$ cat config.mk
export PLATFORM = sky130hd
export DESIGN_NAME = uls_line_status
export DESIGN_NICKNAME = d
export VERILOG_FILES = /design/src/design/uls_pkg.sv /design/src/design/uls_line_status.sv /design/src/design/uls_break_det.sv
export VERILOG_INCLUDE_DIRS = /design/src /design/src/design
export SDC_FILE = /design/constraint.sdc
export NUM_CORES = 1
export LEC_CHECK = 0
export BUFFER_PORTS_ARGS = -buffer_cell sky130_fd_sc_hd__buf_4
export CORE_MARGIN = 1.5
export CORE_UTILIZATION = 58
export DETAILED_ROUTE_END_ITERATION = 10
export PLACE_DENSITY = 0.91
export SYNTH_ARGS = -nofsm -noshare
export SYNTH_HDL_FRONTEND = slang
export SYNTH_SLANG_ARGS = --single-unit
$ cat constraint.sdc
create_clock -name core_clk -period 3.9 [get_ports core_clk]
set_input_delay 0.78 -clock core_clk [delete_from_list [all_inputs] [get_ports core_clk]]
set_output_delay 0.78 -clock core_clk [all_outputs]
set_load 0.03 [all_outputs]
$ cat src/design/uls_defines.svh
// offsets, field positions and constants for the line status logic
`ifndef ULS_DEFINES_SVH
`define ULS_DEFINES_SVH
`define ULS_ADDR_W        3
`define ULS_OFF_STATUS    3'h5
`define ULS_OFF_INT_STAT  3'h0
`define ULS_OFF_INT_MASK  3'h1
`define ULS_OFF_CTRL      3'h2
`define ULS_OFF_IID       3'h3
`define ULS_BIT_DR        0
`define ULS_BIT_OE        1
`define ULS_BIT_PE        2
`define ULS_BIT_FE        3
`define ULS_BIT_BI        4
`define ULS_BIT_TX_HOLDING_EMPTY_FLAG      5
`define ULS_BIT_TEMT      6
`define ULS_BIT_FERR      7
`define ULS_IRQ_LINE      0
`define ULS_IRQ_TX_HOLDING_EMPTY_FLAG      1
`define ULS_IRQ_W         2
`define ULS_CTRL_FIFO     0
`define ULS_CTRL_LSIE     1
`define ULS_CTRL_PARODD   2
`define ULS_CTRL_LINE     4
`define ULS_FIFO_DEPTH    16
`define ULS_CNT_W         5
`define ULS_STATUS_RST    8'h60
`define ULS_IID_NONE      8'h01
`define ULS_IID_LINE      8'h06
`define ULS_IID_TX_HOLDING_EMPTY_FLAG      8'h02
`define ULS_BRK_W         8
`endif

$ cat src/design/uls_pkg.sv
// types for the line status logic
package uls_pkg;
	typedef enum logic [1:0] {
		ULS_BRK_IDLE = 2'b00,
		ULS_BRK_LOW  = 2'b01,
		ULS_BRK_HELD = 2'b10
	} uls_brk_state_type;
endpackage

$ cat src/design/uls_line_status.sv
// serial line status word, its flags, clears and interrupt conditions
// Function
// - without fifo mode the receive error summary bit 7 always reads 0.
// - in fifo mode bit 7 is set while any held character carries a parity, framing or break error.
// - a status read clears bit 7 unless erroneous characters still remain in the fifo.
// - bit 6 is read only, resets to 1, and is 1 only while holding and shift registers are both empty.
// - bit 5 is read only, resets to 1, and sets when a character moves from holding to shift register.
// - setting bit 5 raises the priority-3 transmitter condition, cleared by an identification read that reports it.
// - in fifo mode bit 5 sets when the transmit fifo empties and clears when a byte is written.
// - bit 4 sets when the serial input stays low for longer than a whole character time.
// - when any of bits 1 to 4 sets with line status enable on, the priority-1 condition is raised.
// - bit 3 sets on an invalid stop bit and a status read clears it.
// - bit 2 sets on a parity failure of the chosen parity sense and a status read clears it.
// - without fifo mode bit 1 sets when an unread buffer is overwritten; a status read clears it.
// - in fifo mode bit 1 sets when the fifo is full and another character is fully assembled.
// - bit 0 sets when a character is available and clears when all receive data has been read.
//
// Design decision made here: strobed register access.
`timescale 1ns/1ns
`include "uls_defines.svh"
module uls_line_status (
	input  wire logic                   core_clk,
	input  wire logic                   resetn,
	input  wire logic [`ULS_ADDR_W-1:0] reg_addr,
	input  wire logic [7:0]             reg_wdata,
	input  wire logic                   reg_wr,
	input  wire logic                   reg_rd,
	output logic      [7:0]             reg_rdata,
	input  wire logic                   rx_char_done,
	input  wire logic                   rx_stop_ok,
	input  wire logic                   rx_parity_bit,
	input  wire logic [7:0]             rx_data_xor,
	input  wire logic                   rx_buf_read,
	input  wire logic                   rx_in,
	input  wire logic                   bit_tick,
	input  wire logic [`ULS_BRK_W-1:0]  char_bits,
	input  wire logic                   tx_hold_load,
	input  wire logic                   tx_hold_to_shift,
	input  wire logic                   tx_shift_busy,
	output logic                        irq
);
	logic [7:0]               status_q, status_d;
	logic [`ULS_CNT_W-1:0]    rx_cnt_q, rx_cnt_d;
	logic [`ULS_CNT_W-1:0]    err_cnt_q, err_cnt_d;
	logic [`ULS_FIFO_DEPTH-1:0] err_mem_q, err_mem_d;
	logic [3:0]               wr_ptr_q, wr_ptr_d, rd_ptr_q, rd_ptr_d;
	logic [4:0]               ctrl_q, ctrl_d;
	logic [`ULS_IRQ_W-1:0]    ist_q, ist_d, imask_q, imask_d;
	logic [7:0]               rdata_d;
	logic                     irq_d;
	logic                     brk_pulse;
	logic                     fifo_mode, stat_rd, iid_rd, par_bad, char_err, fifo_full;
	logic                     push, pop, line_evt;

	// an error is any of parity, framing or break
	function automatic logic err_of(input logic p, input logic f, input logic b);
		return p | f | b;
	endfunction

	uls_break_det u_brk (
		.core_clk    (core_clk),
		.resetn      (resetn),
		.bit_tick    (bit_tick),
		.char_bits   (char_bits),
		.rx_in       (rx_in),
		.break_pulse (brk_pulse)
	);

	// decoded strobes and receive qualifiers
	assign fifo_mode = ctrl_q[`ULS_CTRL_FIFO];
	assign stat_rd   = reg_rd && (reg_addr == `ULS_OFF_STATUS);
	assign iid_rd    = reg_rd && (reg_addr == `ULS_OFF_IID);
	assign par_bad   = ctrl_q[`ULS_CTRL_LINE] &&
		((^rx_data_xor ^ rx_parity_bit) != ctrl_q[`ULS_CTRL_PARODD]);
	assign char_err  = err_of(par_bad, !rx_stop_ok, brk_pulse);
	assign fifo_full = (rx_cnt_q == 5'(`ULS_FIFO_DEPTH));
	assign push      = (rx_char_done || brk_pulse) && !(fifo_mode ? fifo_full : 1'b0);
	assign pop       = rx_buf_read && (rx_cnt_q != '0);

	// receive occupancy and per-entry error tags; a full fifo drops the new char
	always_comb begin
		rx_cnt_d  = rx_cnt_q;
		err_cnt_d = err_cnt_q;
		err_mem_d = err_mem_q;
		wr_ptr_d  = wr_ptr_q;
		rd_ptr_d  = rd_ptr_q;
		if (!fifo_mode) begin
			// single buffer: overwrite keeps one word
			if (push) begin
				rx_cnt_d = 5'h01;
			end else if (pop) begin
				rx_cnt_d = '0;
			end
			err_cnt_d = '0;
			wr_ptr_d  = '0;
			rd_ptr_d  = '0;
		end else begin
			if (push) begin
				err_mem_d[wr_ptr_q] = char_err;
				wr_ptr_d = wr_ptr_q + 1'b1;
			end
			if (pop) begin
				rd_ptr_d = rd_ptr_q + 1'b1;
			end
			rx_cnt_d  = rx_cnt_q + 5'(push) - 5'(pop);
			err_cnt_d = err_cnt_q + 5'(push && char_err) - 5'(pop && err_mem_q[rd_ptr_q]);
		end
	end

	// status word next value; set terms are applied after clears so sets win
	always_comb begin
		status_d = status_q;
		if (stat_rd) begin
			status_d[`ULS_BIT_OE] = 1'b0;
			status_d[`ULS_BIT_PE] = 1'b0;
			status_d[`ULS_BIT_FE] = 1'b0;
			status_d[`ULS_BIT_BI] = 1'b0;
			status_d[`ULS_BIT_FERR] = 1'b0;
		end
		if (rx_char_done && par_bad) begin
			status_d[`ULS_BIT_PE] = 1'b1;
		end
		if (rx_char_done && !rx_stop_ok) begin
			status_d[`ULS_BIT_FE] = 1'b1;
		end
		if (brk_pulse) begin
			status_d[`ULS_BIT_BI] = 1'b1;
		end
		if (!fifo_mode && rx_char_done && status_q[`ULS_BIT_DR] && !pop) begin
			status_d[`ULS_BIT_OE] = 1'b1;
		end
		if (fifo_mode && rx_char_done && fifo_full) begin
			status_d[`ULS_BIT_OE] = 1'b1;
		end
		// summary stays while erroneous chars remain after the read
		if (fifo_mode && (err_cnt_d != '0) && (!stat_rd || status_q[`ULS_BIT_FERR] ||
			(push && char_err))) begin
			status_d[`ULS_BIT_FERR] = 1'b1;
		end
		if (fifo_mode && stat_rd && (err_cnt_d != '0)) begin
			status_d[`ULS_BIT_FERR] = 1'b1;
		end
		if (!fifo_mode) begin
			status_d[`ULS_BIT_FERR] = 1'b0;
		end
		status_d[`ULS_BIT_DR] = (rx_cnt_d != '0);
		// holding empty: a load clears it, a move to the shifter sets it
		if (tx_hold_load) begin
			status_d[`ULS_BIT_TX_HOLDING_EMPTY_FLAG] = 1'b0;
		end
		if (tx_hold_to_shift) begin
			status_d[`ULS_BIT_TX_HOLDING_EMPTY_FLAG] = 1'b1;
		end
		status_d[`ULS_BIT_TEMT] = status_d[`ULS_BIT_TX_HOLDING_EMPTY_FLAG] && !tx_shift_busy;
	end

	// line event for the priority-1 condition: any of bits 1..4 newly set
	assign line_evt = |(status_d[`ULS_BIT_BI:`ULS_BIT_OE] & ~status_q[`ULS_BIT_BI:`ULS_BIT_OE]);

	// control, mask and sticky interrupt status; set beats write-one-clear
	always_comb begin
		ctrl_d  = ctrl_q;
		imask_d = imask_q;
		ist_d   = ist_q;
		if (reg_wr && (reg_addr == `ULS_OFF_CTRL)) begin
			ctrl_d = reg_wdata[4:0];
		end else if (reg_wr && (reg_addr == `ULS_OFF_INT_MASK)) begin
			imask_d = reg_wdata[`ULS_IRQ_W-1:0];
		end else if (reg_wr && (reg_addr == `ULS_OFF_INT_STAT)) begin
			ist_d = ist_q & ~reg_wdata[`ULS_IRQ_W-1:0];
		end
		if (iid_rd && !ist_q[`ULS_IRQ_LINE]) begin
			ist_d[`ULS_IRQ_TX_HOLDING_EMPTY_FLAG] = 1'b0;
		end
		if (line_evt && ctrl_q[`ULS_CTRL_LSIE]) begin
			ist_d[`ULS_IRQ_LINE] = 1'b1;
		end
		if (tx_hold_to_shift) begin
			ist_d[`ULS_IRQ_TX_HOLDING_EMPTY_FLAG] = 1'b1;
		end
		irq_d = |(ist_d & imask_d);
	end

	// read mux; unmapped offsets read zero, data stands one cycle later
	always_comb begin
		rdata_d = '0;
		if (!reg_rd) begin
			rdata_d = '0;
		end else if (reg_addr == `ULS_OFF_STATUS) begin
			rdata_d = status_q;
		end else if (reg_addr == `ULS_OFF_INT_STAT) begin
			rdata_d = {6'h00, ist_q};
		end else if (reg_addr == `ULS_OFF_INT_MASK) begin
			rdata_d = {6'h00, imask_q};
		end else if (reg_addr == `ULS_OFF_CTRL) begin
			rdata_d = {3'h0, ctrl_q};
		end else if (reg_addr == `ULS_OFF_IID) begin
			// line status outranks holding empty
			rdata_d = ist_q[`ULS_IRQ_LINE] ? `ULS_IID_LINE :
				(ist_q[`ULS_IRQ_TX_HOLDING_EMPTY_FLAG] ? `ULS_IID_TX_HOLDING_EMPTY_FLAG : `ULS_IID_NONE);
		end
	end

	always_ff @(posedge core_clk or negedge resetn) begin
		if (!resetn) begin
			status_q  <= `ULS_STATUS_RST;
			rx_cnt_q  <= '0;
			err_cnt_q <= '0;
			err_mem_q <= '0;
			wr_ptr_q  <= '0;
			rd_ptr_q  <= '0;
			ctrl_q    <= '0;
			imask_q   <= '0;
			ist_q     <= '0;
			reg_rdata <= '0;
			irq       <= 1'b0;
		end else begin
			status_q  <= status_d;
			rx_cnt_q  <= rx_cnt_d;
			err_cnt_q <= err_cnt_d;
			err_mem_q <= err_mem_d;
			wr_ptr_q  <= wr_ptr_d;
			rd_ptr_q  <= rd_ptr_d;
			ctrl_q    <= ctrl_d;
			imask_q   <= imask_d;
			ist_q     <= ist_d;
			reg_rdata <= rdata_d;
			irq       <= irq_d;
		end
	end

	// checks
	no_sum_a: assert property (@(posedge core_clk) disable iff (!resetn)
		!fifo_mode |=> !status_q[`ULS_BIT_FERR] || $past(fifo_mode)) else $error("summary set outside fifo mode");
	sum_set_a: assert property (@(posedge core_clk) disable iff (!resetn)
		fifo_mode && push && char_err |=> status_q[`ULS_BIT_FERR] || !fifo_mode) else $error("summary not set");
	sum_clr_a: assert property (@(posedge core_clk) disable iff (!resetn)
		fifo_mode && stat_rd && err_cnt_d == '0 && !(push && char_err) |=> !status_q[`ULS_BIT_FERR]) else $error("summary not cleared");
	temt_rel_a: assert property (@(posedge core_clk) disable iff (!resetn)
		status_q[`ULS_BIT_TEMT] |-> status_q[`ULS_BIT_TX_HOLDING_EMPTY_FLAG]) else $error("tx empty without holding empty");
	tx_holding_empty_flag_set_a: assert property (@(posedge core_clk) disable iff (!resetn)
		tx_hold_to_shift |=> status_q[`ULS_BIT_TX_HOLDING_EMPTY_FLAG] && ist_q[`ULS_IRQ_TX_HOLDING_EMPTY_FLAG]) else $error("holding empty not set");
	tx_holding_empty_flag_clr_a: assert property (@(posedge core_clk) disable iff (!resetn)
		tx_hold_load && !tx_hold_to_shift |=> !status_q[`ULS_BIT_TX_HOLDING_EMPTY_FLAG]) else $error("holding empty not cleared");
	lsi_set_a: assert property (@(posedge core_clk) disable iff (!resetn)
		ctrl_q[`ULS_CTRL_LSIE] && line_evt |=> ist_q[`ULS_IRQ_LINE]) else $error("line status condition missing");
	fe_keep_a: assert property (@(posedge core_clk) disable iff (!resetn)
		stat_rd && rx_char_done && !rx_stop_ok |=> status_q[`ULS_BIT_FE]) else $error("framing error lost");
	fe_clr_a: assert property (@(posedge core_clk) disable iff (!resetn)
		stat_rd && !rx_char_done |=> !status_q[`ULS_BIT_FE] && !status_q[`ULS_BIT_PE]) else $error("error not cleared by read");
	ovr_set_a: assert property (@(posedge core_clk) disable iff (!resetn)
		!fifo_mode && rx_char_done && status_q[`ULS_BIT_DR] && !pop |=> status_q[`ULS_BIT_OE]) else $error("overrun missed");
	ovr_fifo_a: assert property (@(posedge core_clk) disable iff (!resetn)
		fifo_mode && rx_char_done && fifo_full |=> status_q[`ULS_BIT_OE]) else $error("fifo overrun missed");
	dr_track_a: assert property (@(posedge core_clk) disable iff (!resetn)
		status_q[`ULS_BIT_DR] == (rx_cnt_q != '0)) else $error("data ready wrong");
	irq_lvl_a: assert property (@(posedge core_clk) disable iff (!resetn)
		irq == |(ist_q & imask_q)) else $error("irq level wrong");
	iid_clr_a: assert property (@(posedge core_clk) disable iff (!resetn)
		iid_rd && !ist_q[`ULS_IRQ_LINE] && !tx_hold_to_shift |=> !ist_q[`ULS_IRQ_TX_HOLDING_EMPTY_FLAG]) else $error("tx_holding_empty_flag condition not cleared");

	ovr_seen_c: cover property (@(posedge core_clk) disable iff (!resetn) status_q[`ULS_BIT_OE]);
	brk_seen_c: cover property (@(posedge core_clk) disable iff (!resetn) status_q[`ULS_BIT_BI]);
	sum_seen_c: cover property (@(posedge core_clk) disable iff (!resetn) status_q[`ULS_BIT_FERR] ##1 stat_rd);
	irq_seen_c: cover property (@(posedge core_clk) disable iff (!resetn) irq);
endmodule // uls_line_status

$ cat src/design/uls_break_det.sv
// break detector: counts a low serial input over one character time
`timescale 1ns/1ns
`include "uls_defines.svh"
module uls_break_det (
	input  wire logic                  core_clk,
	input  wire logic                  resetn,
	input  wire logic                  bit_tick,
	input  wire logic [`ULS_BRK_W-1:0] char_bits,
	input  wire logic                  rx_in,
	output logic                       break_pulse
);
	uls_pkg::uls_brk_state_type state_q, state_d;
	logic [`ULS_BRK_W-1:0]      cnt_q, cnt_d;
	logic                       pulse_d;

	// count bit times while the line is spacing; fire once per break
	always_comb begin
		state_d = state_q;
		cnt_d   = cnt_q;
		pulse_d = 1'b0;
		case (state_q)
			uls_pkg::ULS_BRK_IDLE: begin
				cnt_d = '0;
				if (!rx_in) begin
					state_d = uls_pkg::ULS_BRK_LOW;
				end
			end
			uls_pkg::ULS_BRK_LOW: begin
				if (rx_in) begin
					state_d = uls_pkg::ULS_BRK_IDLE;
				end else if (bit_tick) begin
					// longer than a full character: one bit time past char_bits
					if (cnt_q >= char_bits) begin
						pulse_d = 1'b1;
						state_d = uls_pkg::ULS_BRK_HELD;
					end else begin
						cnt_d = cnt_q + 1'b1;
					end
				end
			end
			uls_pkg::ULS_BRK_HELD: begin
				if (rx_in) begin
					state_d = uls_pkg::ULS_BRK_IDLE;
				end
			end
			default: state_d = uls_pkg::ULS_BRK_IDLE;
		endcase
	end

	always_ff @(posedge core_clk or negedge resetn) begin
		if (!resetn) begin
			state_q     <= uls_pkg::ULS_BRK_IDLE;
			cnt_q       <= '0;
			break_pulse <= 1'b0;
		end else begin
			state_q     <= state_d;
			cnt_q       <= cnt_d;
			break_pulse <= pulse_d;
		end
	end

	brk_once_a: assert property (@(posedge core_clk) disable iff (!resetn)
		break_pulse |=> !break_pulse) else $error("break pulse longer than one cycle");
endmodule // uls_break_det

Word-level counts from Yosys, hierarchy flattened
Index checks and enable logic that the tools add are counted.
{"block": "word_totals", "regBits": 71, "inputBits": 40}
{"block": "op_classes", "muxes": 56, "add_sub_neg": 7, "n_eq_ne": 18, "order_cmp": 4, "n_reduce_logical": 47, "bitwise_logic": 8}
{"cell": "$mux 8", "n": 5}
{"cell": "$mux 5", "n": 7}
{"cell": "$logic_and 1x1->1", "n": 25}
{"cell": "$mux 2", "n": 11}
{"cell": "$mux 1", "n": 21}
{"cell": "$mux 4", "n": 5}
{"cell": "$bwmux 16", "n": 1}
{"cell": "$pmux 8 s2", "n": 1}
{"cell": "$reduce_bool 5->1", "n": 3}
{"cell": "$add 5x1->5", "n": 2}
{"cell": "$lt 4x5->1 const B", "n": 2}
{"cell": "$ne 2x2->1 const B", "n": 5}
{"cell": "$sub 5x1->5", "n": 2}
{"cell": "$add 4x1->4 const B", "n": 2}
{"cell": "$add 8x1->8 const B", "n": 1}
{"cell": "$ge 8x8->1", "n": 1}
{"cell": "$reduce_and 4->1", "n": 2}
{"cell": "$reduce_xor 8->1", "n": 1}
{"cell": "$logic_not 1->1", "n": 7}
{"cell": "$eq 3x2->1 const B", "n": 2}
{"cell": "$mux 3", "n": 2}
{"cell": "$pmux 2 s3", "n": 1}
{"cell": "$eq 5x5->1 const B", "n": 1}
{"cell": "$and 2x2->2", "n": 2}
{"cell": "other kinds (24)", "n": 28}

Logic depth before layout (Yosys ltp)
Gate-level depths: netlist of the first run.
{"block": "logic_depth", "depth_word": 16, "depth_mapped": 17, "depth_no_buf": 17}

Hierarchy
A second synthesis of the first run with hierarchy kept.
{"block": "hier_totals", "cells_unflattened": 378, "area_unflattened_um2": 4041.4}
{"module": "uls_line_status", "seq_area_each_um2": 1503.9, "area_per_inst_um2": 3299.4, "instances": 1, "cells_each": 300}
{"module": "uls_break_det", "seq_area_each_um2": 275.3, "area_per_inst_um2": 742.0, "instances": 1, "cells_each": 78}

Worst setup path after synthesis of the first run
OpenSTA, ideal clock, no wires.
{"block": "synth_path", "path_kind": "in2reg", "start": "input port rx_data_xor[4]", "end": "register status_q[7]", "setup_ns": 0.136, "required_ns": 3.764, "path_slack_ns": 0.325, "cell_stages": 15, "path_buffers": 1, "t_arrival_ns": 3.438, "cell_sequence": "xor2_1 > xnor3_1 > xnor2_1 > and2_4 > nand3b_4 > buf_6 > nand2_1 > ha_1 > inv_1 > ha_1 > inv_1 > fa_1 > nand2b_1 > a2111oi_0 > a21oi_1"}
{"block": "synth_via", "elab_chain_len": 16}
{"element": "start: declaration", "line_no": "uls_line_status.sv:32", "source": "input wire logic [7:0] rx_data_xor,"}
{"element": "$reduce_xor 8->1 (*)", "line_no": "uls_line_status.sv:74", "source": "((^rx_data_xor ^ rx_parity_bit) != ctrl_q[`ULS_CTRL_PARODD]);"}
{"element": "$xor 1x1->1 (*)", "line_no": "uls_line_status.sv:74"}
{"element": "$ne 1x1->1 (*)", "line_no": "uls_line_status.sv:74"}
{"element": "$logic_and 1x1->1 (*)", "line_no": "uls_line_status.sv:73", "source": "assign par_bad = ctrl_q[`ULS_CTRL_LINE] &&"}
{"element": "$or 1x1->1 (*) (2 in a row)", "line_no": "uls_line_status.sv:57", "source": "return p | f | b;"}
{"element": "$logic_and 1x1->1 (*)", "line_no": "uls_line_status.sv:106, uls_line_status.sv:137"}
{"element": "$add 5x1->5", "line_no": "uls_line_status.sv:106", "source": "err_cnt_d = err_cnt_q + 5'(push && char_err) - 5'(pop && err_mem_q[rd_ptr_q]);"}
{"element": "$sub 5x1->5", "line_no": "uls_line_status.sv:106"}
{"element": "$mux 5", "line_no": "uls_line_status.sv:87", "source": "if (!fifo_mode) begin"}
{"element": "$reduce_bool 5->1", "line_no": "uls_line_status.sv:136, uls_line_status.sv:140"}
{"element": "$logic_and 1x1->1 (2 in a row)", "line_no": "uls_line_status.sv:136", "source": "if (fifo_mode && (err_cnt_d != '0) && (!stat_rd || status_q[`ULS_BIT_FERR] ||"}
{"element": "$mux 1", "line_no": "uls_line_status.sv:136"}
{"element": "$mux 1", "line_no": "uls_line_status.sv:140", "source": "if (fifo_mode && stat_rd && (err_cnt_d != '0)) begin"}
{"element": "$mux 1", "line_no": "uls_line_status.sv:143", "source": "if (!fifo_mode) begin"}
{"element": "end signal: assignment", "line_no": "uls_line_status.sv:206", "source": "status_q <= `ULS_STATUS_RST;"}
{"element": "end signal: assignment", "line_no": "uls_line_status.sv:218", "source": "status_q <= status_d;"}
{"element": "end: declaration", "line_no": "uls_line_status.sv:42", "source": "logic [7:0] status_q, status_d;"}
Every way passes the cells marked *; elsewhere a longest branch is shown, timed or not.
A chain may end at the register's enable or synchronous reset.

Worst setup path in the final report of the first run
{"block": "layout_path", "start": "register rd_ptr_q[0]", "end": "register status_q[7]"}
{"block": "layout_via", "elab_chain_len": 11}
{"element": "start: declaration", "line_no": "uls_line_status.sv:46", "source": "logic [3:0] wr_ptr_q, wr_ptr_d, rd_ptr_q, rd_ptr_d;"}
{"element": "start signal: assignment", "line_no": "uls_line_status.sv:223", "source": "rd_ptr_q <= rd_ptr_d;"}
{"element": "$bmux 1 s4 (*)", "line_no": "uls_line_status.sv:106"}
{"element": "$mux 1 (implied by the code) (*)", "line_no": "uls_line_status.sv:106"}
{"element": "$logic_and 1x1->1 (*)", "line_no": "uls_line_status.sv:106"}
{"element": "$sub 5x1->5 (*)", "line_no": "uls_line_status.sv:106"}
{"element": "$mux 5 (*)", "line_no": "uls_line_status.sv:87"}
{"element": "$reduce_bool 5->1 (*)", "line_no": "uls_line_status.sv:136, uls_line_status.sv:140"}
{"element": "$logic_and 1x1->1 (2 in a row)", "line_no": "uls_line_status.sv:136"}
{"element": "$mux 1", "line_no": "uls_line_status.sv:136"}
{"element": "$mux 1", "line_no": "uls_line_status.sv:140"}
{"element": "$mux 1", "line_no": "uls_line_status.sv:143"}
Every way passes the cells marked *; elsewhere a longest branch is shown, timed or not. The select of a mux whose other input is x is not followed.

==> impl_metrics.csv, run 1 <==
group,metric,value,unit
status,status,"completed",
detailed_routing,finalWirelength,7.92,mm
sta,fin_crit_sh,88.9,%
sta,rsz0062_at_grt,"no",
setup_path,cpMaxStageDelayCell,"mux4_2",
setup_path,path_buf_inv,2,
setup_path,critical_path.top_delay_family,"multiplexers",
synthesis,yosysUniqueCellTypes,57,
setup_path,crit_chain,"mux4_2 -> mux4_2 -> and2_1 -> ha_1 -> inv_1 -> ha_1 -> inv_1 -> fa_1 -> nand2b_1 -> a2111oi_0 -> a21oi_1",
global_routing,grt_usage,23.5,%
clock_tree,insertion_delay,0.34,ns
clock_tree,postCtsSetupBuffers,0,
layout,design_area,4620,um^2
layout,multiInputGateArea,2060,um^2
sta,fin_ws,0.431,ns
placement,portBuffers,45,
sta,tns,0,ns
floorplanning,rows,30,
synthesis,synth_ff_type,"dfrtp_1",
synthesis,synth_area_per_cell,10.5,um^2
setup_path,startpoint,"rd_ptr_q[0]",
synthesis,syn_inst,383,
global_routing,grt_pass1_vias,3061,
clock_tree,cts_tree,"yes",
layout,fillerInstances,476,
detailed_routing,drtAntennaViolNets,0,
clock_tree,cts_buffer_depth,2,
floorplanning,dieHeight,86.3,um
sta,setup_violations,0,
setup_path,endpoint_kind,"register",
setup_path,critPathMaxFanout,7,
flow_run,maxCapViolations,0,
setup_path,timing_worst_setup_path_type,"register to register",
setup_path,r2r-start,"rd_ptr_q[0]",
sta,fin_crit,3.47,ns
synthesis,synth-async-reset-ratio,100,%
floorplanning,fp.dieArea,7460,um^2
setup_path,critPathLaunchType,"register",
layout,drive_gt1_share,23.3,%
sta,hold_violations,0,
clock_tree,cts-root-buf,"clkbuf_8",
placement,dp_hpwl,5.72,mm
power_and_ir_drop,power.density,499,nW/um^2
setup_path,cp.arrival,3.68,ns
clock_tree,clkSinkCount,71,
min_path,hp-class,"register to register",
detailed_routing,drt_iter0_markers,167,
clock_tree,htreeDepth,3,
min_path,min_from,"err_mem_q[5]",
global_routing,overflow,0,
global_routing,grt_pass1_wl,13.7,mm
setup_path,required,4.11,ns
global_routing,grt_antenna_before_repair,0,
layout,synthToLayoutAreaGrowth,14.7,%
synthesis,synth_area,4030,um^2
floorplanning,core,6760,um^2
clock_tree,cts_buffers,9,
synthesis,synth.ff_latch_count,71,
layout,regArea,1780,um^2
floorplanning,num_io_pins,49,
floorplanning,start_util,59.6,%
clock_tree,cts.clk_slew.worst_paths,0.07,ns
sta,fmax,288,MHz
sta,final.setup_skew,0.00740,ns
layout,antennaDiodeCount,0,
setup_path,rrSetupSlack,0.43,ns
sta,max_slew_margin,22.6,%
placement,dp_slack,0.129,ns
power_and_ir_drop,p_leak,0.00218,uW
placement,placed_area,4430,um^2
detailed_routing,routed_via_density,5.75,
sta,drv_slew,0,
synthesis,ys_seq_area_share,44.2,%
floorplanning,die_w,86.3,um
synthesis,ys.warnings.count,0,
power_and_ir_drop,ir_worst_vdd,0.308,mV
sta,tightest_slew,1.15,ns
global_routing,grt_max_degree,72,
detailed_routing,num_vias,2954,
synthesis,syn_nets,450,
layout,utilization,68.4,%
layout,nNetsFinal,496,
detailed_routing,wl_per_cell,15.4,um
layout,final_cells,514,
synthesis,synth_edf_count,0,
detailed_routing,drc,0,
placement,dp_cells,498,
setup_path,cp_slowest_stage_delay,0.56,ns
placement,place.gp.congestion,0.870,
detailed_routing,dr.pass1.iters,5,
-- area by class of cell --
type	count	area share (%)
clock inverters	3	0.921
clock buffers	13	3.22
repair buffers	47	7.64
flip-flops and latches	71	38.5
multi-input cells	265	44.7
inverters	35	2.84
well taps	80	2.17
-- worst paths after layout --
kind | cells after the start | to
setup / recovery | 11 | status_q[7]
max in group asynchronous | 1 | rd_ptr_q[0]
hold reg to reg | 1 | err_mem_q[5]
min in group asynchronous | 1 | ist_q[1]
setup reg to reg | 11 | status_q[7]
hold / removal | 1 | err_mem_q[5]
-- through the flow --
stage          hold WS, ns  total power (uW)
6_report             0.498              2310
5_1_grt              0.519              2470
4_1_cts              0.504              2320
3_5_place_dp         0.486              1730
3_3_place_gp         0.468              1680
2_1_floorplan        0.449              1530
-- routing by layer --
metal	up-vias	track usage (%)	part of all wire (%)
met5	-	0	0
met4	0	10.4	2.3
met3	17	3.62	3.4
met2	65	40.6	51
met1	1455	29.3	43
li1	1417	-	-
-- report_power, final --
| group | switching, uW | leakage [uW] | internal (uW) |
|---|---|---|---|
| sequential | 113 | 0.000920 | 863 |
| combinational | 380 | 0.00117 | 377 |
| clock | 262 | 0.0000936 | 313 |
-- cells by family (layout without fill, tap and decap cells) --
kind of cell,count (synthesis),count (layout),synth area share [%]
buf+inv,47,98,4.60
fa+ha+maj,27,27,8.76
simple gates,126,126,16.3
xor+xnor,23,23,5.34
mux,32,32,11.3
flops,71,71,44.2
compound gates,57,57,9.50
-- worst reg2reg max path: stages (launching register included) --
cell and delay, ns:
dfrtp_2 0.49, mux4_2 0.56, mux4_2 0.47, and2_1 0.19, ha_1 0.30, inv_1 0.06
ha_1 0.15, inv_1 0.06, fa_1 0.51, nand2b_1 0.06, a2111oi_0 0.37, a21oi_1 0.13
-- cells in the final DEF (no fill, tap or decap), types with 3 or more instances in the layout --
cell type / instances
inv_1: 34
mux4_2: 6
nor2b_1: 6
o21ai_0: 12
or3_1: 3
clkbuf_1: 3
nor3_1: 8
a31oi_1: 3
nand2b_1: 9
a211oi_1: 3
nand2_1: 24
nand4_1: 4
mux2_4: 9
xnor2_1: 15
clkbuf_8: 10
a21o_1: 5
a21oi_1: 14
buf_4: 47
mux2_2: 11
xor2_1: 7
and2_1: 8
and3_1: 3
mux2i_1: 4
ha_1: 25
a31o_2: 4
nor2_1: 34
dfrtp_1: 68
nand3_1: 15
-- sequential cells by signal, summed over array words and instances (netlist names) --
name and count:
err_mem_q 16, reg_rdata 8, status_q 8, u_brk.cnt_q 8, ctrl_q 5, err_cnt_q 5
rx_cnt_q 5, rd_ptr_q 4, wr_ptr_q 4, imask_q 2, ist_q 2, u_brk.state_q 2
irq 1, u_brk.break_pulse 1
-- Yosys cell counts, types with 9 or more instances --
cell type / number / share of area [%]
mux2_2: 11 / 3.1
o21ai_0: 12 / 1.5
a21oi_1: 14 / 1.7
dfrtp_1: 69 / 43
clkbuf_1: 10 / 0.93
xnor2_1: 15 / 3.3
ha_1: 25 / 7.8
nand2_1: 24 / 2.2
mux2_4: 9 / 3.4
nor2_1: 34 / 3.2
inv_1: 34 / 3.2
nand3_1: 15 / 1.9
nand2b_1: 9 / 1.4
-- what timing repair did --
action / 4_1_cts / 5_1_grt
hold buffers: 0 / 0
resized for setup: 0 / 1
endpoints found under the setup margin: 0 / 1
(Power assumes the default switching activity.)
==> inputs of run 2 (changes only) <==
--- a/config.mk
+++ b/config.mk
@@ -10,6 +10,7 @@
 export CORE_MARGIN = 1.5
 export CORE_UTILIZATION = 58
 export DETAILED_ROUTE_END_ITERATION = 10
+export GPL_TIMING_DRIVEN = 0
 export PLACE_DENSITY = 0.91
 export SYNTH_ARGS = -nofsm -noshare
 export SYNTH_HDL_FRONTEND = slang
==> run 2 against run 1 <==
Against the previous run:
- wire length is 1.7% higher
- register-to-register slack worse by 0.10 ns
- clock power is 11% lower
- clock skew hardly changed
- hold slack worse by 0.017 ns
- clock-buffer cell count is 3 lower
- highest routed layer unchanged
- sequential power is 2% lower
- die area stayed put
- non-clock buffer count is 8 higher
==> impl_metrics.csv, run 2 (synthesized netlist as in run 1, its figures left out) <==
group,metric,value,unit
status,status,"completed",
layout,utilization,68.4,%
setup_path,required,4.12,ns
sta,fmax,274,MHz
clock_tree,cts_tree,"yes",
placement,dp_cells,506,
sta,final.setup_skew,0.00736,ns
clock_tree,cts-root-buf,"clkbuf_8",
setup_path,timing_worst_setup_path_type,"input pin to register",
sta,tightest_slew,0.871,ns
global_routing,grt_antenna_before_repair,0,
sta,rsz0062_at_grt,"no",
detailed_routing,num_vias,2992,
layout,final_common_cell,"dfrtp_1",
sta,max_slew_margin,42.0,%
clock_tree,postCtsSetupBuffers,0,
layout,multiInputGateArea,2070,um^2
sta,fin_crit,3.65,ns
clock_tree,cts_buffer_depth,2,
detailed_routing,routed_via_density,5.73,
sta,tns,0,ns
layout,synthToLayoutAreaGrowth,14.7,%
layout,largest_reg_flops,16,
layout,nNetsFinal,504,
floorplanning,dieHeight,86.3,um
sta,fin_ws,0.250,ns
floorplanning,start_util,59.6,%
detailed_routing,dr.pass1.iters,4,
layout,regMostFlops,"err_mem_q",
global_routing,grt_max_degree,72,
detailed_routing,finalWirelength,8.05,mm
sta,setup_violations,0,
flow_run,maxCapViolations,0,
global_routing,grt_pass1_wl,13.5,mm
power_and_ir_drop,power.density,489,nW/um^2
sta,drv_slew,0,
setup_path,cp.arrival,3.87,ns
placement,place.gp.congestion,0.891,
layout,antennaDiodeCount,0,
min_path,hp-class,"register to register",
clock_tree,cts.clk_slew.worst_paths,0.07,ns
clock_tree,htreeDepth,3,
global_routing,overflow,0,
setup_path,critPathLaunchType,"input pin",
floorplanning,fp.dieArea,7460,um^2
clock_tree,insertion_delay,0.35,ns
power_and_ir_drop,p_leak,0.00217,uW
layout,fillerInstances,484,
power_and_ir_drop,ir_worst_vdd,0.228,mV
sta,hold_violations,0,
layout,drive_gt1_share,22.9,%
setup_path,critPathMaxFanout,10,
placement,dp_hpwl,5.89,mm
layout,regArea,1780,um^2
floorplanning,rows,30,
sta,fin_crit_sh,93.6,%
clock_tree,cts_buffers,9,
clock_tree,clkSinkCount,71,
placement,dp_slack,-0.161,ns
detailed_routing,drt_iter0_markers,162,
detailed_routing,wl_per_cell,15.4,um
clock_tree,cts_hold_buf,0,
layout,mostFrequentLayoutCells,"dfrtp_1 (69), buf_4 (43), inv_1 (34), nor2_1 (34), ha_1 (25)",
detailed_routing,drtAntennaViolNets,0,
global_routing,grt_pass1_vias,2981,
setup_path,endpoint_kind,"register",
placement,portBuffers,43,
global_routing,grt_usage,23.5,%
floorplanning,core,6760,um^2
detailed_routing,drc,0,
layout,final_cells,522,
floorplanning,num_io_pins,49,
floorplanning,die_w,86.3,um
## run 2: cell count changes in the layout (fill, tap and decap cells not counted), moves of 2 or more
cell        change
buf_4           -4
clkbuf_1        +7
clkinv_2        +2
clkinvlp_4      +2
## run 2: area by class of cell
type	count	share of cell area, %
multi-input combinational	265	44.7
clock inverter	6	0.813
timing repair buffer	43	6.99
sequential	71	38.5
buffer	12	1.19
tap	80	2.17
inverter	35	2.84
clock buffer	10	2.76
## run 2: power breakdown
| part | internal [uW] | leakage (uW) | switching (uW) | total [uW] |
|---|---|---|---|---|
| combinational | 382 | 0.00117 | 407 | 789 |
| clock | 227 | 0.0000781 | 284 | 511 |
| sequential | 862 | 0.000922 | 97.7 | 960 |
## run 2: path summary, 6_finish.rpt
kind / startpoint / end / slack, ns / depth (start not counted)
max reg2reg: rd_ptr_q[0] / status_q[7] / 0.33 / 12
max: rx_data_xor[5] / status_q[7] / 0.25 / 16
max in group asynchronous: resetn / status_q[2] / 2.79 / 1
min in group asynchronous: resetn / reg_rdata[0] / 0.52 / 1
min: status_q[7] / reg_rdata[7] / 0.48 / 1
min reg2reg: status_q[7] / reg_rdata[7] / 0.48 / 1
## run 2: what timing repair did
action / CTS / global route
resized for setup: 0 / 3
hold endpoints to repair: 0 / 0
endpoints found under the setup margin: 0 / 1
## run 2: per-layer routing
metal / GRT usage [%] / wire, um / vias to the layer above
met5: 0 / 0 / -
met3: 3.71 / 337 / 24
met2: 40.4 / 4030 / 83
met1: 28.7 / 3480 / 1463
li1: - / - / 1422
met4: 12.0 / 208 / 0
## run 2: worst max-delay path, cell delays in order
cell	delay, ns
buf_4	0.11
xor2_1	0.14
xnor3_1	0.41
xnor2_1	0.17
and2_4	0.18
nand3b_4	0.19
buf_6	0.16
nand2_1	0.07
ha_1	0.29
inv_1	0.06
ha_1	0.16
inv_1	0.06
fa_1	0.52
nand2b_1	0.08
a2111oi_1	0.38
a21oi_1	0.11
## run 2: per-stage QoR
step	instance area, um^2	power [uW]	hold slack [ns]
floorplan	4030	1530	0.449
global placement	4450	1690	0.471
detailed placement	4450	1750	0.474
CTS	4620	2260	0.483
global route	4620	2400	0.523
finish	4620	2260	0.480
==> inputs of run 3 (changes only) <==
--- a/config.mk
+++ b/config.mk
@@ -12,6 +12,7 @@
 export DETAILED_ROUTE_END_ITERATION = 10
 export GPL_TIMING_DRIVEN = 0
 export PLACE_DENSITY = 0.91
+export RECOVER_POWER = 50
 export SYNTH_ARGS = -nofsm -noshare
 export SYNTH_HDL_FRONTEND = slang
 export SYNTH_SLANG_ARGS = --single-unit
==> run 3 against run 2 <==
Against the previous run:
- maximum frequency down 0.26%
- critical path type unchanged
- cell count unchanged
- combinational power about the same
- the run now ends with max-capacitance violations, max-slew violations left
- critical endpoint unchanged
==> impl_metrics.csv, run 3 (synthesized netlist as in run 1, its figures left out) <==
group,metric,value,unit
status,status,"finished, violations left",
status,violations,"max-capacitance violations, max-slew violations",
global_routing,grt_usage,23.5,%
power_and_ir_drop,power.density,490,nW/um^2
layout,synthToLayoutAreaGrowth,14.6,%
setup_path,cp_slowest_stage_delay,0.51,ns
clock_tree,clkSinkCount,71,
setup_path,required,4.12,ns
sta,fin_ws,0.241,ns
setup_path,critPathMaxFanout,10,
layout,design_area,4620,um^2
clock_tree,cts_buffers,9,
placement,portBuffers,43,
detailed_routing,drt-met1-wl,3.50,mm
sta,max_slew_margin,-14.5,%
detailed_routing,num_vias,2988,
global_routing,grt_pass1_wl,13.5,mm
global_routing,grt_pass1_vias,2981,
setup_path,cpMaxStageDelayCell,"fa_1",
clock_tree,cts.clk_slew.worst_paths,0.07,ns
floorplanning,rows,30,
detailed_routing,route.met2.wl,4.05,mm
detailed_routing,wl_met3,313,um
global_routing,overflow,0,
layout,mostFrequentLayoutCells,"dfrtp_1 (69), buf_4 (41), inv_1 (34), nor2_1 (34), ha_1 (25)",
setup_path,endpoint_kind,"register",
layout,nNetsFinal,504,
power_and_ir_drop,finalPower,2260,uW
detailed_routing,routed_via_density,5.72,
sta,fmax,273,MHz
sta,fin_crit_sh,93.8,%
power_and_ir_drop,ir_worst_vdd,0.228,mV
floorplanning,die_w,86.3,um
placement,dp_slack,-0.161,ns
layout,drive_gt1_share,22.6,%
detailed_routing,drt_iter0_markers,165,
detailed_routing,wl_per_cell,15.4,um
layout,final_common_cell,"dfrtp_1",
detailed_routing,drtAntennaViolNets,0,
sta,final.setup_skew,0.00716,ns
floorplanning,num_io_pins,49,
detailed_routing,routed.top_layer,"met4",
floorplanning,fp.dieArea,7460,um^2
sta,hold_violations,0,
setup_path,critPathLaunchType,"input pin",
placement,place.gp.congestion,0.891,
setup_path,critical_path.top_delay_family,"adder cells",
clock_tree,insertion_delay,0.35,ns
setup_path,cp.arrival,3.88,ns
floorplanning,start_util,59.6,%
sta,drv_slew,72,
layout,regArea,1780,um^2
clock_tree,postCtsSetupBuffers,0,
sta,fin_crit,3.66,ns
clock_tree,cts_buffer_depth,2,
sta,setup_violations,0,
floorplanning,dieHeight,86.3,um
floorplanning,core,6760,um^2
sta,tightest_slew,1.72,ns
clock_tree,cts_hold_buf,0,
detailed_routing,finalWirelength,8.06,mm
global_routing,grt_antenna_before_repair,0,
flow_run,maxCapViolations,1,
global_routing,grt_max_degree,72,
layout,regMostFlops,"err_mem_q",
setup_path,path_buf_inv,4,
clock_tree,cts-root-buf,"clkbuf_8",
sta,hold_ws,0.480,ns
sta,rsz0062_at_grt,"no",
setup_path,crit_chain,"buf_4 -> xor2_1 -> xnor3_1 -> xnor2_1 -> and2_4 -> nand3b_4 -> buf_6 -> nand2_1 -> ha_1 -> inv_1 -> ha_1 -> inv_1 -> fa_1 -> nand2b_1 -> a2111oi_1 -> a21oi_1",
setup_path,timing_worst_setup_path_type,"input pin to register",
placement,dp_hpwl,5.89,mm
layout,fillerInstances,485,
min_path,hp-class,"register to register",
clock_tree,htreeDepth,3,
clock_tree,cts_tree,"yes",
detailed_routing,drc,0,
placement,placed_area,4450,um^2
layout,multiInputGateArea,2070,um^2
power_and_ir_drop,p_leak,0.00217,uW
placement,dp_cells,506,
layout,antennaDiodeCount,0,
detailed_routing,dr.pass1.iters,4,
layout,final_cells,522,
layout,largest_reg_flops,16,
run 3: repair_timing:
action	in CTS	in global routing
setup endpoints to repair	0	1
hold endpoints to repair	0	0
gates resized for setup	0	3
run 3: per-stage QoR:
| stage | util, % | TNS (ns) |
|---|---|---|
| 6_report | 68.3 | 0 |
| 5_1_grt | 68.3 | 0 |
| 4_1_cts | 68.3 | 0 |
| 3_5_place_dp | 65.9 | -0.161 |
| 3_3_place_gp | 65.9 | -0.0355 |
| 2_1_floorplan | - | 0 |
run 3: path summary, 6_finish.rpt:
path | from | to | slack, ns | depth (start not counted)
worst min-delay path | status_q[7] | reg_rdata[7] | 0.48 | 1
worst max register to register | rd_ptr_q[0] | status_q[7] | 0.34 | 12
max in group asynchronous | resetn | err_cnt_q[1] | 2.00 | 1
worst max-delay path | rx_data_xor[5] | status_q[7] | 0.24 | 16
min in group asynchronous | resetn | ist_q[1] | 0.87 | 1
worst min register to register | status_q[7] | reg_rdata[7] | 0.48 | 1
run 3: cell type report:
| class | count | share of cell area [%] |
|---|---|---|
| plain buffers | 12 | 1.17 |
| clock buffers | 10 | 2.76 |
| clock inverters | 6 | 0.813 |
| inverters | 35 | 2.85 |
| multi-input cells | 265 | 44.8 |
| flip-flops and latches | 71 | 38.5 |
| well taps | 80 | 2.17 |
| repair buffers | 43 | 6.94 |
run 3: layer usage:
| layer | vias to the layer above | global-route usage (%) |
|---|---|---|
| li1 | 1423 | - |
| met1 | 1461 | 28.7 |
| met2 | 85 | 40.4 |
| met3 | 19 | 3.71 |
| met4 | 0 | 12.0 |
| met5 | - | 0 |
run 3: report_power, final:
part,internal [uW],switching [uW]
combinational,381,408
clock,227,284
sequential,862,97.5
